File: config.mk
export PLATFORM = sky130hd
export DESIGN_NAME = pwm_timer
export DESIGN_NICKNAME = d
export VERILOG_FILES = /design/src/hw/pwm_pkg.sv /design/src/hw/pwm_timer.sv
export SDC_FILE = /design/constraint.sdc
export NUM_CORES = 1
export LEC_CHECK = 0
export BUFFER_PORTS_ARGS = -buffer_cell sky130_fd_sc_hd__buf_2
export CAP_MARGIN = 10
export CORE_AREA = 2 2 235 237
export DETAILED_ROUTE_END_ITERATION = 10
export DIE_AREA = 0 0 237 239
export PLACE_DENSITY = 0.5
export SYNTH_ARGS = -nofsm -noshare
export SYNTH_HDL_FRONTEND = slang
export SYNTH_SLANG_ARGS = --single-unit
File: constraint.sdc
create_clock -name ref_clk -period 5.9 [get_ports ref_clk]
set_clock_uncertainty 0.2 [all_clocks]
set_input_delay 0.295 -clock ref_clk [delete_from_list [all_inputs] [get_ports ref_clk]]
set_output_delay 0.295 -clock ref_clk [all_outputs]
set_load 0.02 [all_outputs]
File: src/hw/pwm_pkg.sv
// Constants shared by the four-channel modulated waveform timer
//
// Summary of operation
// Four 8-bit channels drive port lines 0-3
// Each channel: own counter, period, duty
// Period match ends cycle, duty match flips
// Period/duty buffered until rollover or disable
// Write period/duty then counter applies at once
// Bit 7 chains 3-4, bit 6 chains 1-2
// Chained pair clocked from low-order channel source
// High byte is channel 1/3; output on 2/4
// Chained pair releases lines of channels 1, 3
// High byte read latches low byte one cycle
// Low counter write clears pair; high ignored
// Clock A is bus clock over 1,2,4,8
// Clock B is bus clock over 2^code
// Scaler counter matches scale, resets, toggles stage
// Scaled clock spans clock A/2 to A/512
// Channel clock: scaled or fixed pair prescaler
// Clock select bit 3 always reads zero
// Polarity set starts high, low at duty
// Scale zero divides clock A by 512
// Enable forces output, clock joins at edge
// Counter write clears it and reloads period
// All counting uses enables of one clock
// Zero reset except period/duty (FF) and pin_oe_n (F); disabled holds count
package pwm_pkg;

	// ==========================================================
	// Register offsets
	localparam logic [7:0] OFF_CLK_SEL = 8'h60;
	localparam logic [7:0] OFF_POL_SRC = 8'h61;
	localparam logic [7:0] OFF_SCALE   = 8'h62;
	localparam logic [7:0] OFF_ENABLE  = 8'h63;
	localparam logic [7:0] OFF_CNT     = 8'h64;
	localparam logic [7:0] OFF_PER     = 8'h68;
	localparam logic [7:0] OFF_DTY     = 8'h6C;

	// ==========================================================
	// Field positions and masks
	localparam int         NUM_CH       = 4;
	localparam int         CHAIN12_BIT  = 6;
	localparam int         CHAIN34_BIT  = 7;
	localparam int         CLK_A_LSB    = 4;
	localparam int         CLK_B_LSB    = 0;
	localparam int         POL_LSB      = 0;
	localparam int         SRC_LSB      = 4;
	localparam int         EN_LSB       = 0;
	localparam logic [7:0] CLK_SEL_MASK = 8'hF7;
	localparam logic [7:0] ENABLE_MASK  = 8'hCF;

	// ==========================================================
	// Reset values
	localparam logic [7:0] RST_CTRL = 8'h00;
	localparam logic [7:0] RST_PER  = 8'hFF;
	localparam logic [7:0] RST_DTY  = 8'hFF;

	// ==========================================================
	// Timing
	localparam int         CLK_PERIOD_NS = 100;
	localparam int         DIV_W         = 7;

endpackage

File: src/hw/pwm_timer.sv
// Four-channel modulated waveform timer with prescalers and pair chaining
//
// The strobed register port is this design's own decision.
`timescale 1ns/100ps
module pwm_timer
	import pwm_pkg::*;
(
	input  wire logic       ref_clk,
	input  wire logic       nrst,
	input  wire logic [7:0] addr,
	input  wire logic [7:0] wdata,
	input  wire logic       wr,
	input  wire logic       rd,
	output logic      [7:0] rdata,
	output logic      [3:0] wave_out,
	output logic      [3:0] pin_oe_n
);

	// ==========================================================
	// Storage
	logic [7:0]       clk_sel;
	logic [7:0]       pol_src;
	logic [7:0]       scale;
	logic [7:0]       enable;
	logic [7:0]       per       [NUM_CH];
	logic [7:0]       dty       [NUM_CH];
	logic [7:0]       cnt       [NUM_CH];
	logic [7:0]       pbuf      [NUM_CH];
	logic [7:0]       dbuf      [NUM_CH];
	logic [7:0]       next_cnt  [NUM_CH];
	logic [7:0]       next_pbuf [NUM_CH];
	logic [7:0]       next_dbuf [NUM_CH];
	logic [3:0]       wave;
	logic [3:0]       next_wave;
	logic [3:0]       run;
	logic [3:0]       tick;
	logic [3:0]       cnt_wr;
	logic [1:0]       chain;
	logic [DIV_W-1:0] e_div;
	logic             a_en;
	logic             b_en;
	logic             s_en;
	logic             s_match;
	logic [7:0]       scnt;
	logic             s_ff;
	logic             lat_vld;
	logic [7:0]       lat_addr;
	logic [7:0]       lat_val;
	logic [7:0]       next_rdata;
	logic             hi_read;

	assign chain = {clk_sel[CHAIN34_BIT], clk_sel[CHAIN12_BIT]};

	// ==========================================================
	// Prescalers
	// A divide by 2^k is the cycle where the low k bits are all ones
	function automatic logic div_tick(input logic [DIV_W-1:0] ctr, input logic [2:0] k);
		logic [DIV_W-1:0] m;
		m = DIV_W'((8'h01 << k) - 8'h01);
		return (ctr & m) == m;
	endfunction

	always_ff @(posedge ref_clk or negedge nrst) begin
		if (!nrst) begin
			e_div <= '0;
		end else begin
			e_div <= e_div + DIV_W'(1);
		end
	end

	assign a_en = div_tick(e_div, {1'b0, clk_sel[CLK_A_LSB+1:CLK_A_LSB]});
	assign b_en = div_tick(e_div, clk_sel[CLK_B_LSB+2:CLK_B_LSB]);

	// Scale minus one wraps to FF when scale is zero
	assign s_match = scnt == 8'(scale - 8'h01);
	// Output stage fires once per two matches
	assign s_en = a_en & s_match & s_ff;

	always_ff @(posedge ref_clk or negedge nrst) begin
		if (!nrst) begin
			scnt <= '0;
			s_ff <= 1'b0;
		end else if (a_en) begin
			if (s_match) begin
				scnt <= '0;
				s_ff <= ~s_ff;
			end else begin
				scnt <= scnt + 8'h01;
			end
		end
	end

	// ==========================================================
	// Channel clock selection and synchronised enable
	always_comb begin
		for (int i = 0; i < NUM_CH; i++) begin
			// Pair 1-2 uses clock A, pair 3-4 clock B unless scaled
			if (pol_src[SRC_LSB+i]) begin
				tick[i] = s_en;
			end else begin
				tick[i] = (i < 2) ? a_en : b_en;
			end
		end
	end

	// Run only changes on the channel's own tick so no partial period
	always_ff @(posedge ref_clk or negedge nrst) begin
		if (!nrst) begin
			run <= '0;
		end else begin
			for (int i = 0; i < NUM_CH; i++) begin
				if (tick[i]) begin
					run[i] <= enable[EN_LSB+i];
				end
			end
		end
	end

	always_comb begin
		for (int i = 0; i < NUM_CH; i++) begin
			cnt_wr[i] = wr && (addr == OFF_CNT + 8'(i));
		end
	end

	// ==========================================================
	// Channel counters, buffers and waveform
	always_comb begin
		logic        step;
		logic        at_end;
		logic        ld;
		logic [15:0] c16;
		logic [15:0] n16;
		logic        pol;
		int          hi;
		int          lo;
		step   = 1'b0;
		at_end = 1'b0;
		ld     = 1'b0;
		c16    = '0;
		n16    = '0;
		pol    = 1'b0;
		hi     = 0;
		lo     = 0;
		for (int i = 0; i < NUM_CH; i++) begin
			pol    = pol_src[POL_LSB+i];
			step   = run[i] && tick[i];
			at_end = cnt[i] == pbuf[i];
			ld     = !run[i] || (step && at_end) || cnt_wr[i];
			next_pbuf[i] = ld ? per[i] : pbuf[i];
			next_dbuf[i] = ld ? dty[i] : dbuf[i];
			if (cnt_wr[i] || (step && at_end)) begin
				next_cnt[i] = '0;
			end else if (step) begin
				next_cnt[i] = cnt[i] + 8'h01;
			end else begin
				next_cnt[i] = cnt[i];
			end
			next_wave[i] = (!run[i] || (step && at_end)) ? pol : wave[i];
			if (step && next_cnt[i] == next_dbuf[i]) begin
				next_wave[i] = ~pol;
			end
		end
		for (int p = 0; p < 2; p++) begin
			if (chain[p]) begin
				hi     = 2 * p;
				lo     = 2 * p + 1;
				pol    = pol_src[POL_LSB+lo];
				c16    = {cnt[hi], cnt[lo]};
				step   = run[lo] && tick[lo];
				at_end = c16 == {pbuf[hi], pbuf[lo]};
				ld     = !run[lo] || (step && at_end) || cnt_wr[lo];
				next_pbuf[hi] = ld ? per[hi] : pbuf[hi];
				next_pbuf[lo] = ld ? per[lo] : pbuf[lo];
				next_dbuf[hi] = ld ? dty[hi] : dbuf[hi];
				next_dbuf[lo] = ld ? dty[lo] : dbuf[lo];
				if (cnt_wr[lo] || (step && at_end)) begin
					n16 = '0;
				end else if (step) begin
					n16 = c16 + 16'h0001;
				end else begin
					n16 = c16;
				end
				next_cnt[hi]  = n16[15:8];
				next_cnt[lo]  = n16[7:0];
				next_wave[hi] = wave[hi];
				next_wave[lo] = (!run[lo] || (step && at_end)) ? pol : wave[lo];
				if (step && n16 == {next_dbuf[hi], next_dbuf[lo]}) begin
					next_wave[lo] = ~pol;
				end
			end
		end
	end

	always_ff @(posedge ref_clk or negedge nrst) begin
		if (!nrst) begin
			for (int i = 0; i < NUM_CH; i++) begin
				cnt[i]  <= RST_CTRL;
				pbuf[i] <= RST_PER;
				dbuf[i] <= RST_DTY;
			end
			wave <= '0;
		end else begin
			for (int i = 0; i < NUM_CH; i++) begin
				cnt[i]  <= next_cnt[i];
				pbuf[i] <= next_pbuf[i];
				dbuf[i] <= next_dbuf[i];
			end
			wave <= next_wave;
		end
	end

	// ==========================================================
	// Register writes
	always_ff @(posedge ref_clk or negedge nrst) begin
		if (!nrst) begin
			clk_sel <= RST_CTRL;
			pol_src <= RST_CTRL;
			scale   <= RST_CTRL;
			enable  <= RST_CTRL;
			for (int i = 0; i < NUM_CH; i++) begin
				per[i] <= RST_PER;
				dty[i] <= RST_DTY;
			end
		end else if (wr) begin
			if (addr == OFF_CLK_SEL) begin
				clk_sel <= wdata & CLK_SEL_MASK;
			end
			if (addr == OFF_POL_SRC) begin
				pol_src <= wdata;
			end
			if (addr == OFF_SCALE) begin
				scale <= wdata;
			end
			if (addr == OFF_ENABLE) begin
				enable <= wdata & ENABLE_MASK;
			end
			for (int i = 0; i < NUM_CH; i++) begin
				if (addr == OFF_PER + 8'(i)) begin
					per[i] <= wdata;
				end
				if (addr == OFF_DTY + 8'(i)) begin
					dty[i] <= wdata;
				end
			end
		end
	end

	// ==========================================================
	// Register reads
	// Period and duty read back the last written value, not the buffer
	function automatic logic [7:0] reg_val(input logic [7:0] a);
		logic [7:0] v;
		v = 8'h00;
		if (a == OFF_CLK_SEL) begin
			v = clk_sel;
		end else if (a == OFF_POL_SRC) begin
			v = pol_src;
		end else if (a == OFF_SCALE) begin
			v = scale;
		end else if (a == OFF_ENABLE) begin
			v = enable;
		end else if (a[7:2] == OFF_CNT[7:2]) begin
			v = cnt[a[1:0]];
		end else if (a[7:2] == OFF_PER[7:2]) begin
			v = per[a[1:0]];
		end else if (a[7:2] == OFF_DTY[7:2]) begin
			v = dty[a[1:0]];
		end
		return v;
	endfunction

	// High bytes sit on even channel indices of the counter, period, duty rows
	assign hi_read = rd && addr[7:4] == OFF_CNT[7:4] && addr[3:2] != 2'b00 && !addr[0]
		&& chain[addr[1]];

	always_comb begin
		next_rdata = 8'h00;
		if (rd) begin
			next_rdata = reg_val(addr);
			if (lat_vld && addr == lat_addr) begin
				next_rdata = lat_val;
			end
		end
	end

	always_ff @(posedge ref_clk or negedge nrst) begin
		if (!nrst) begin
			lat_vld  <= 1'b0;
			lat_addr <= 8'h00;
			lat_val  <= 8'h00;
			rdata    <= 8'h00;
		end else begin
			lat_vld <= hi_read;
			if (hi_read) begin
				lat_addr <= addr + 8'h01;
				lat_val  <= reg_val(addr + 8'h01);
			end
			rdata <= next_rdata;
		end
	end

	// ==========================================================
	// Port lines
	always_ff @(posedge ref_clk or negedge nrst) begin
		if (!nrst) begin
			wave_out <= '0;
			pin_oe_n <= 4'hF;
		end else begin
			wave_out <= wave;
			for (int i = 0; i < NUM_CH; i++) begin
				pin_oe_n[i] <= !(enable[EN_LSB+i] && !(chain[i/2] && (i % 2 == 0)));
			end
		end
	end

	// ==========================================================
	// Checks
	a_bit3_zero: assert property (@(posedge ref_clk) disable iff (!nrst)
		rd && addr == OFF_CLK_SEL |=> rdata[3] == 1'b0)
		else $error("clock select bit 3 read as one");

	a_cnt_write_clear: assert property (@(posedge ref_clk) disable iff (!nrst)
		cnt_wr[3] && !chain[1] |=> cnt[3] == 8'h00 && pbuf[3] == $past(per[3]))
		else $error("counter write did not clear and reload");

	a_pair_low_clear: assert property (@(posedge ref_clk) disable iff (!nrst)
		cnt_wr[1] && chain[0] |=> cnt[0] == 8'h00 && cnt[1] == 8'h00)
		else $error("chained low write did not clear pair");

	a_hi_release: assert property (@(posedge ref_clk) disable iff (!nrst)
		chain[1] |=> pin_oe_n[2])
		else $error("chained high line still driven");

	a_enable_drive: assert property (@(posedge ref_clk) disable iff (!nrst)
		enable[3] && !chain[1] |=> !pin_oe_n[3])
		else $error("enabled line not driven");

	a_period_end: assert property (@(posedge ref_clk) disable iff (!nrst)
		run[3] && tick[3] && !chain[1] && cnt[3] == pbuf[3] |=> cnt[3] == 8'h00)
		else $error("period match did not restart counter");

	a_start_level: assert property (@(posedge ref_clk) disable iff (!nrst)
		run[3] && tick[3] && !chain[1] && cnt[3] == pbuf[3] && dty[3] != 8'h00
		|=> wave[3] == $past(pol_src[POL_LSB+3]))
		else $error("period start level wrong");

	a_scaler_match: assert property (@(posedge ref_clk) disable iff (!nrst)
		a_en && s_match |=> scnt == 8'h00 && s_ff != $past(s_ff))
		else $error("scaler match did not reset and toggle");

	a_latch_read: assert property (@(posedge ref_clk) disable iff (!nrst)
		rd && addr == OFF_CNT && chain[0] ##1 rd && addr == OFF_CNT + 8'h01
		|=> rdata == $past(cnt[1], 2))
		else $error("low byte not latched by high read");

	a_idle_hold: assert property (@(posedge ref_clk) disable iff (!nrst)
		!run[3] && !cnt_wr[3] && !chain[1] |=> cnt[3] == $past(cnt[3]))
		else $error("disabled counter moved");

endmodule

==> results.py, run 1 <==
metrics = {
    "floorplanning": {
        "pin_count": 36,
        "core_um2": 54300,
        "die_y_um": 239,
        "die-area_um2": 56600,
        "initial_core_util_pct": 29.7,
        "die_w_um": 237,
        "core.rowCount": 86,
    },
    "clock_tree": {
        "cts_tree": "built",
        "h-tree-depth": 1,
        "clock_sinks": 246,
        "clockBufferDepth": 3,
        "path_clk_slew_ns": 0.06,
        "root_buffer": "clkbuf_16",
        "cts_made_buffers": 29,
        "clock_latency_ns": 0.58,
        "postCtsSetupBuffers": 0,
    },
    "critical_path": {
        "cp_top_family": "compound AO/OA/AOI/OAI gates",
        "crit_type": "register to register",
        "max_stage_delay_ns": 0.61,
        "path_cells": "inv_1 > ha_1 > nor3b_1 > nand3_1 > a2111oi_2 > o2111ai_1 > o21a_1 > or4_4 > a21oi_2 > xnor2_1 > a32oi_1 > nor4_1 > a21oi_1 > o21ai_1 > mux2_2",
        "cp-startpoint": "scale[0]",
        "critical_path_buf_inv_count": 1,
        "r2r-start": "scale[0]",
        "crit_slowest_cell": "or4_4",
        "cp_max_fo": 19,
        "arrival_ns": 5.37,
        "worst_setup_path_start_kind": "register",
        "cp.required_ns": 6.17,
        "end_kind": "register",
    },
    "flow_run": {
        "drv_cap": 0,
    },
    "synthesis": {
        "ys_warn_count": 0,
        "syn_nets": 1609,
        "synth_ff_type": "dfstp_2",
        "synth_seq_area_share_pct": 39.2,
        "synth_top_area_cell": "dfstp_2",
        "ys_seq_elements": 246,
        "synthTopCellsByArea": "dfstp_2 22%, dfrtp_1 18%, mux2_2 11%",
        "netlist_area_um2": 16100,
        "synth_cell_types": 95,
        "async_flop_share_pct": 100,
        "synthDominantCellAreaShare_pct": 21.5,
        "syn_inst": 1576,
        "synth.avg_cell_area_um2": 10.2,
        "synth_edf_count": 0,
    },
    "final_layout": {
        "multi_input_area_um2": 9270,
        "antenna-diode-count": 0,
        "fill_cells": 5468,
        "area_delta_synth_final_pct": 12.1,
        "seq_area_um2": 6320,
        "nNetsFinal": 1608,
        "finalInstanceArea_um2": 18100,
        "drive_gt1_share_pct": 31.1,
    },
    "timing": {
        "finalCriticalPeriod_ns": 5.11,
        "slew_headroom_pct": 24.3,
        "tightest_slew_ns": 1.13,
        "final_hold_viol_count": 0,
        "setup_ws_ns": 0.794,
        "tns_ns": 0,
        "finalCritPeriodShare_pct": 86.5,
        "finalSetupViolations": 0,
        "slew_violations": 0,
        "rsz0062_at_grt": "no",
        "fmax_mhz": 196,
    },
    "placement": {
        "post-place-ws_ns": 0.800,
        "io_buffer_count": 35,
        "routabilityCongestion": 0.969,
        "place_area_um2": 17100,
        "dp_hpwl_um": 40000,
    },
    "pwr": {
        "ir_worst_vdd_mv": 0.210,
        "p_int_w": 0.00346,
        "leakagePower_nw": 7.37,
        "swShare_pct": 33.7,
        "pwr-share-clk_pct": 35.3,
        "finalPower_w": 0.00521,
        "powerDensity_nw_per_um2": 288,
        "combPwrFrac_pct": 24.5,
        "seqPwrFrac_pct": 40.2,
        "p_sw_w": 0.00176,
    },
    "global_route": {
        "track_usage_pct": 19.4,
        "grt_pass1_wl_um": 84100,
        "overflow": 0,
        "antenna_found_initial": 0,
        "grt_pass1_vias": 12600,
        "grt_max_degree": 148,
    },
    "worst_hold_path": {
        "min-delay-path-class": "input port to register",
        "worstHoldStart": "wdata[4]",
    },
    "detailed_routing": {
        "wl_per_cell_um": 24.0,
        "drc": 0,
        "dr.pass1.iters": 5,
        "antenna_left": 0,
        "dr.first_iter.drc_count": 1224,
        "wirelength_um": 55200,
        "vias": 12900,
        "vias_per_cell": 5.62,
    },
    "run_status": {
        "status": "complete, no violations",
    },
}
power groups by stage:
stage,Clock (W),Combinational [W],Sequential (W)
global placement,0,0.00125,0.00212
global route,0.00195,0.00139,0.00212
detailed placement,0,0.00126,0.00212
CTS,0.00188,0.00127,0.00209
floorplan,0,0.000946,0.00197
finish,0.00184,0.00128,0.00210
cells by family after synthesis:
group / synth area share, %
AND/OR/NAND/NOR: 14.9
AO/OA/AOI/OAI: 12.0
multiplexers: 21.6
flip-flops: 39.2
buffers and inverters: 3.51
XOR/XNOR: 7.86
adder cells (fa/ha/maj): 1.01
metrics by stage:
stage	utilization, %	instances	hold slack, ns
finish	33.3	2300	0.0624
global route	33.3	2300	0.0494
CTS	33.3	2300	0.0412
detailed placement	31.4	2244	0.204
global placement	31.4	2244	0.194
floorplan	-	1576	-0.201
cell usage after synthesis (6+ instances only):
library cell and instances:
a211o_1 8, a21oi_1 45, a211oi_1 14, a31oi_1 14, xor2_1 57, mux2i_1 54
nor2_1 97, ha_1 13, buf_2 9, o31ai_1 8, dfstp_2 132, o21ai_0 65
and3_1 28, nor2b_1 7, xnor2_1 80, nand2_1 153, o211ai_1 15, o22ai_1 13
mux2_2 164, a22oi_1 10, o21a_1 6, clkbuf_1 87, a21o_1 6, nor3_1 36
inv_1 33, nand4_1 22, mux4_2 48, nand3_1 50, buf_1 9, dfrtp_1 114
nand2b_1 13, and2_1 14, nor4_1 19, o21ai_1 12, or3_1 7
area by class of cell:
class | count | area share, %
well taps | 704 | 4.87
clock inverters | 14 | 0.733
clock buffers | 38 | 4.60
inverters | 38 | 0.789
multi-input cells | 1185 | 51.2
flip-flops and latches | 246 | 35.0
repair buffers | 75 | 2.81
final timing paths:
kind / endpoint / slack, ns / cells after the start
max: wave[3] / 0.79 / 15
min: per[12] / 0.06 / 2
max reg2reg: wave[3] / 0.79 / 15
min reg2reg: wave_out[2] / 0.21 / 0
max in group asynchronous: cnt[7] / 4.12 / 3
min in group asynchronous: wave_out[0] / 0.12 / 2
routing by layer:
metal / up-vias / wire length [um] / global-route usage [%]
li1: 5788 / - / -
met1: 6595 / 25300 / 27.7
met2: 454 / 25300 / 31.0
met3: 82 / 3290 / 2.51
met4: 0 / 1310 / 5.27
met5: - / 0 / 0
layout by cell type (no fill, tap or decap), types with 8 or more instances in the layout:
master | netlist | final
buf_4 | 1 | 35
a31oi_1 | 14 | 14
mux2i_1 | 54 | 54
a211oi_1 | 14 | 14
a22oi_1 | 10 | 10
nor3_1 | 36 | 36
dfrtp_1 | 114 | 114
a211o_1 | 8 | 8
dfstp_2 | 132 | 132
and2_1 | 14 | 14
clkbuf_16 | 0 | 31
nor2_1 | 97 | 97
mux4_2 | 48 | 48
nand4_1 | 22 | 22
mux2_2 | 164 | 164
nand2_1 | 153 | 153
and3_1 | 28 | 28
o211ai_1 | 15 | 15
o31ai_1 | 8 | 8
nand3_1 | 50 | 50
clkinv_2 | 0 | 8
o21ai_0 | 65 | 65
nand2b_1 | 13 | 13
buf_2 | 9 | 34
xor2_1 | 57 | 57
inv_1 | 33 | 33
o22ai_1 | 13 | 13
xnor2_1 | 80 | 79
a21oi_1 | 45 | 45
o21ai_1 | 12 | 12
ha_1 | 13 | 13
nor4_1 | 19 | 18
sequential cells by signal, indices dropped and copies added, names as in the netlist, 32 cells and up:
name,flops
cnt,32
pbuf,32
dty,32
dbuf,32
per,32
what timing repair did:
action | in CTS | in global routing
endpoints found under the setup margin | 0 | 0
gates resized for setup | 0 | 0
hold buffers | 4 | 0
endpoints found under the hold margin | 85 | 0
Power figures use the tool's default switching activity.
==> run 2, diff against run 1 <==
--- a/config.mk
+++ b/config.mk
@@ -7,10 +7,10 @@
 export LEC_CHECK = 0
 export BUFFER_PORTS_ARGS = -buffer_cell sky130_fd_sc_hd__buf_2
 export CAP_MARGIN = 10
-export CORE_AREA = 2 2 235 237
+export CORE_AREA = 2 2 193 195
 export DETAILED_ROUTE_END_ITERATION = 10
-export DIE_AREA = 0 0 237 239
-export PLACE_DENSITY = 0.5
+export DIE_AREA = 0 0 195 197
+export PLACE_DENSITY = 0.66
 export SYNTH_ARGS = -nofsm -noshare
 export SYNTH_HDL_FRONTEND = slang
 export SYNTH_SLANG_ARGS = --single-unit
==> run 2 against run 1 <==
Compared with the run above:
- sequential cell count did not move
- via count grew 0.31%
- die area fell by 32%
- critical path depth unchanged
- global-route usage is 7.1 points higher
- worst hold slack gained 0.014 ns
- maximum frequency rose by 1.4%
- largest cell class unchanged
==> results.py, run 2 (synthesis gave the netlist of run 1 again) <==
metrics = {
    "global_route": {
        "overflow": 0,
        "track_usage_pct": 26.5,
        "antenna_found_initial": 1,
        "grt_pass1_wl_um": 77900,
        "grt_pass1_vias": 12500,
        "grt_max_degree": 179,
    },
    "critical_path": {
        "cp_top_family": "compound AO/OA/AOI/OAI gates",
        "cp_max_fo": 14,
        "end_kind": "register",
        "max_stage_delay_ns": 0.54,
        "path_cells": "or2_2 > ha_1 > a31oi_1 > and3_1 > o2111ai_1 > o21a_1 > o21bai_1 > buf_4 > mux2i_1 > xor2_1 > nor3_1 > nor4b_2 > a21oi_1 > o21ai_1 > mux2_2",
        "critical_path_buf_inv_count": 1,
        "arrival_ns": 5.28,
        "crit_type": "register to register",
        "worst_setup_path_start_kind": "register",
        "cp.required_ns": 6.15,
        "crit_slowest_cell": "and3_1",
    },
    "flow_run": {
        "drv_cap": 0,
    },
    "timing": {
        "tightest_slew_ns": 1.07,
        "final_hold_viol_count": 0,
        "finalSetupViolations": 0,
        "slew_headroom_pct": 28.4,
        "finalCriticalPeriod_ns": 5.04,
        "rsz0062_at_grt": "no",
        "hold_slack_ns": 0.0763,
        "finalCritPeriodShare_pct": 85.4,
        "slew_violations": 0,
        "fmax_mhz": 199,
        "tns_ns": 0,
    },
    "clock_tree": {
        "clock_latency_ns": 0.57,
        "cts_made_buffers": 28,
        "path_clk_slew_ns": 0.06,
        "cts_tree": "built",
        "h-tree-depth": 1,
        "postCtsSetupBuffers": 0,
        "root_buffer": "clkbuf_16",
        "clock_sinks": 246,
        "ctsResizeCount": 0,
        "clockBufferDepth": 3,
        "holdBufCountCts": 4,
    },
    "floorplanning": {
        "die_w_um": 195,
        "core.rowCount": 70,
        "die-area_um2": 38400,
        "pin_count": 36,
        "initial_core_util_pct": 44.5,
        "core_um2": 36300,
        "die_y_um": 197,
    },
    "detailed_routing": {
        "vias_per_cell": 6.28,
        "vias": 13000,
        "dr.first_iter.drc_count": 1617,
        "wirelength_um": 50900,
        "antenna_left": 0,
        "dr.pass1.iters": 6,
        "wl_per_cell_um": 24.7,
        "drc": 0,
    },
    "final_layout": {
        "area_delta_synth_final_pct": 10.2,
        "layout_common_cells": "164 x mux2_2, 153 x nand2_1, 132 x dfstp_2, 114 x dfrtp_1, 97 x nor2_1",
        "nNetsFinal": 1606,
        "final_common_cell": "mux2_2",
        "drive_gt1_share_pct": 30.6,
        "antenna-diode-count": 0,
    },
    "placement": {
        "routabilityCongestion": 0.953,
        "dp_hpwl_um": 36700,
        "io_buffer_count": 35,
    },
    "run_status": {
        "status": "complete, no violations",
    },
    "pwr": {
        "leakagePower_nw": 7.35,
        "powerDensity_nw_per_um2": 292,
        "finalPower_w": 0.00518,
        "ir_worst_vdd_mv": 0.238,
    },
    "worst_hold_path": {
        "min-delay-path-class": "input port to async pin",
    },
}
## run 2: cell count changes in the layout (fill, tap and decap cells not counted), moves of 2 or more
cell	delta
clkinv_2	-8
clkbuf_1	+8
inv_6	-2
clkbuf_8	+3
## run 2: layout make-up
type / instances / area [um2]
Clock buffer: 48 / 878
Clock inverter: 4 / 73.8
Fill cell: 3349 / 18500
Inverter: 38 / 143
Multi-Input combinational cell: 1185 / 9270
Sequential cell: 246 / 6320
Tap cell: 468 / 586
Timing Repair Buffer: 74 / 500
## run 2: worst paths after layout
check | startpoint | end | slack, ns | depth (start not counted)
setup / recovery | clk_sel[4] | wave[3] | 0.86 | 15
setup reg to reg | clk_sel[4] | wave[3] | 0.86 | 15
max in group asynchronous | nrst | scale[2] | 4.08 | 3
min in group ref_clk | wdata[6] | per[6] | 0.08 | 2
hold / removal | nrst | cnt[19] | 0.08 | 2
hold reg to reg | wave[3] | wave_out[3] | 0.18 | 0
## run 2: through the flow
step	area [um2]	worst slack (ns)	util [%]	instances
2_1_floorplan	16100	1.55	-	1576
3_3_place_gp	16800	1.04	46.3	2007
3_5_place_dp	16800	0.890	46.3	2007
4_1_cts	17800	0.858	49.0	2063
5_1_grt	17800	0.515	49.0	2063
6_report	17800	0.863	49.0	2063
## run 2: where the power goes
| group | switching [W] | internal [W] | leakage (nW) | total (W) |
|---|---|---|---|---|
| Clock | 0.000715 | 0.00109 | 0.460 | 0.00181 |
| Sequential | 0.000212 | 0.00185 | 2.91 | 0.00207 |
| Combinational | 0.000773 | 0.000535 | 3.98 | 0.00131 |
## run 2: per-layer routing
| metal | routed length, um | global-route usage [%] | up-vias |
|---|---|---|---|
| met5 | 0 | 0 | - |
| met4 | 1700 | 9.64 | 0 |
| met3 | 4400 | 5.17 | 102 |
| met2 | 22300 | 39.7 | 596 |
| met1 | 22500 | 38.2 | 6480 |
| li1 | - | - | 5781 |
==> run 3, diff against run 2 <==
--- a/config.mk
+++ b/config.mk
@@ -7,10 +7,10 @@
 export LEC_CHECK = 0
 export BUFFER_PORTS_ARGS = -buffer_cell sky130_fd_sc_hd__buf_2
 export CAP_MARGIN = 10
-export CORE_AREA = 2 2 193 195
+export CORE_AREA = 2 2 162 164
 export DETAILED_ROUTE_END_ITERATION = 10
-export DIE_AREA = 0 0 195 197
-export PLACE_DENSITY = 0.66
+export DIE_AREA = 0 0 164 166
+export PLACE_DENSITY = 0.87
 export SYNTH_ARGS = -nofsm -noshare
 export SYNTH_HDL_FRONTEND = slang
 export SYNTH_SLANG_ARGS = --single-unit
==> run 3 against run 2 <==
Compared with the run above:
- utilization grew 19 points
- cell area shrank 1.5%
- cell count shrank 6.7%
- power shrank 1.5%
- sequential share of layout area grew 0.53 points
- non-clock buffer count shrank 2
- routed wire length shrank 1.4%
- worst hold slack gained 0.011 ns
- largest power group unchanged
- highest routed layer is now met5
==> results.py, run 3 (synthesis gave the netlist of run 1 again) <==
metrics = {
    "clock_tree": {
        "h-tree-depth": 1,
        "root_buffer": "clkbuf_16",
        "cts_made_buffers": 27,
        "postCtsSetupBuffers": 0,
        "cts_tree": "built",
        "ctsResizeCount": 0,
        "clockBufferDepth": 3,
        "path_clk_slew_ns": 0.07,
        "clock_sinks": 246,
        "clock_latency_ns": 0.55,
    },
    "timing": {
        "tns_ns": 0,
        "finalCriticalPeriod_ns": 5.09,
        "slew_headroom_pct": 32.5,
        "rsz0062_at_grt": "no",
        "setup_ws_ns": 0.813,
        "finalSetupViolations": 0,
        "finalCritPeriodShare_pct": 86.2,
        "slew_violations": 0,
        "fmax_mhz": 197,
        "tightest_slew_ns": 1.01,
        "hold_slack_ns": 0.0873,
        "final_hold_viol_count": 0,
    },
    "detailed_routing": {
        "vias_per_cell": 7.02,
        "drc": 0,
        "antenna_left": 0,
        "wirelength_um": 50200,
        "dr.first_iter.drc_count": 1995,
        "wl_per_cell_um": 26.1,
        "dr.pass1.iters": 5,
        "vias": 13500,
    },
    "critical_path": {
        "critical_path_buf_inv_count": 2,
        "end_kind": "register",
        "arrival_ns": 5.33,
        "worst_setup_path_start_kind": "register",
        "path_cells": "inv_1 > ha_1 > nor3b_1 > nand3_1 > a2111oi_2 > o2111ai_1 > o21a_1 > buf_4 > or4_4 > a21oi_2 > xnor2_1 > a32oi_1 > nor4_1 > a21oi_1 > o21ai_1 > mux2_2",
        "cp_max_fo": 13,
        "cp.required_ns": 6.14,
        "crit_type": "register to register",
        "max_stage_delay_ns": 0.54,
        "crit_slowest_cell": "a2111oi_2",
        "cp_top_family": "compound AO/OA/AOI/OAI gates",
    },
    "placement": {
        "post-place-ws_ns": 0.939,
        "dp_hpwl_um": 35800,
        "dp_cells": 1871,
        "io_buffer_count": 35,
        "routabilityCongestion": 1.00,
    },
    "pwr": {
        "seqPwrFrac_pct": 41.3,
        "pwr-share-clk_pct": 33.4,
        "combPwrFrac_pct": 25.3,
        "ir_worst_vdd_mv": 0.282,
        "leakagePower_nw": 7.31,
        "powerDensity_nw_per_um2": 291,
        "p_sw_w": 0.00173,
        "p_int_w": 0.00337,
        "finalPower_w": 0.00510,
        "swShare_pct": 33.9,
    },
    "final_layout": {
        "drive_gt1_share_pct": 30.8,
        "fill_cells": 1924,
        "antenna-diode-count": 0,
        "final_common_cell": "mux2_2",
        "layout_common_cells": "164 x mux2_2, 153 x nand2_1, 132 x dfstp_2, 114 x dfrtp_1, 97 x nor2_1",
        "nNetsFinal": 1603,
        "area_delta_synth_final_pct": 8.54,
        "multi_input_area_um2": 9260,
        "seq_area_um2": 6320,
        "final_cells": 1924,
    },
    "global_route": {
        "overflow": 0,
        "grt_pass1_vias": 13400,
        "grt_pass1_wl_um": 78700,
        "antenna_found_initial": 1,
        "track_usage_pct": 37.6,
        "grt_max_degree": 142,
    },
    "floorplanning": {
        "die_y_um": 166,
        "initial_core_util_pct": 63.0,
        "core.rowCount": 59,
        "pin_count": 36,
        "die_w_um": 164,
        "core_um2": 25600,
        "die-area_um2": 27200,
    },
    "run_status": {
        "status": "complete, no violations",
    },
    "worst_hold_path": {
        "min-delay-path-class": "input port to register",
    },
    "flow_run": {
        "drv_cap": 0,
    },
}
==> run 3: power groups by stage <==
stage | clock network (W) | registers, W | logic [W]
2_1_floorplan | 0 | 0.00197 | 0.000946
3_3_place_gp | 0 | 0.00210 | 0.00121
3_5_place_dp | 0 | 0.00211 | 0.00124
4_1_cts | 0.00172 | 0.00209 | 0.00126
5_1_grt | 0.00178 | 0.00211 | 0.00139
6_report | 0.00170 | 0.00210 | 0.00129
==> run 3: metrics by stage <==
step / area, um2 / util, %
final: 17500 / 68.4
after global routing: 17500 / 68.4
after CTS: 17500 / 68.3
after detailed placement: 16600 / 64.7
after global placement: 16600 / 64.7
after floorplan: 16100 / -
==> run 3: metal layers <==
layer	part of all wire (%)	routed length, um	global-route usage, %
met1	39	19500	51.7
met2	44	22000	55.7
met3	12	6120	11.0
met4	5.0	2530	16.0
met5	0.026	13	0
==> run 3: layout make-up <==
| type | count | area share, % |
|---|---|---|
| multi-input combinational | 1185 | 52.9 |
| sequential | 246 | 36.1 |
| clock buffer | 31 | 4.00 |
| timing repair buffer | 72 | 2.76 |
| tap | 335 | 2.39 |
| clock inverter | 17 | 1.04 |
| inverter | 38 | 0.815 |
==> run 3: path summary, 6_finish.rpt <==
| path | from | endpoint | slack (ns) | cells past startpoint |
|---|---|---|---|---|
| max | scale[0] | wave[3] | 0.81 | 16 |
| min | wdata[3] | per[19] | 0.09 | 2 |
| max reg2reg | scale[0] | wave[3] | 0.81 | 16 |
| min reg2reg | wave[3] | wave_out[3] | 0.21 | 0 |
| max in group asynchronous | nrst | e_div[2] | 4.11 | 3 |
| min in group asynchronous | nrst | wave_out[1] | 0.15 | 2 |
==> run 3: repair_timing <==
item | in CTS | in global routing
endpoints found under the hold margin | 31 | 0
hold buffers | 4 | 0
setup endpoints to repair | 0 | 0
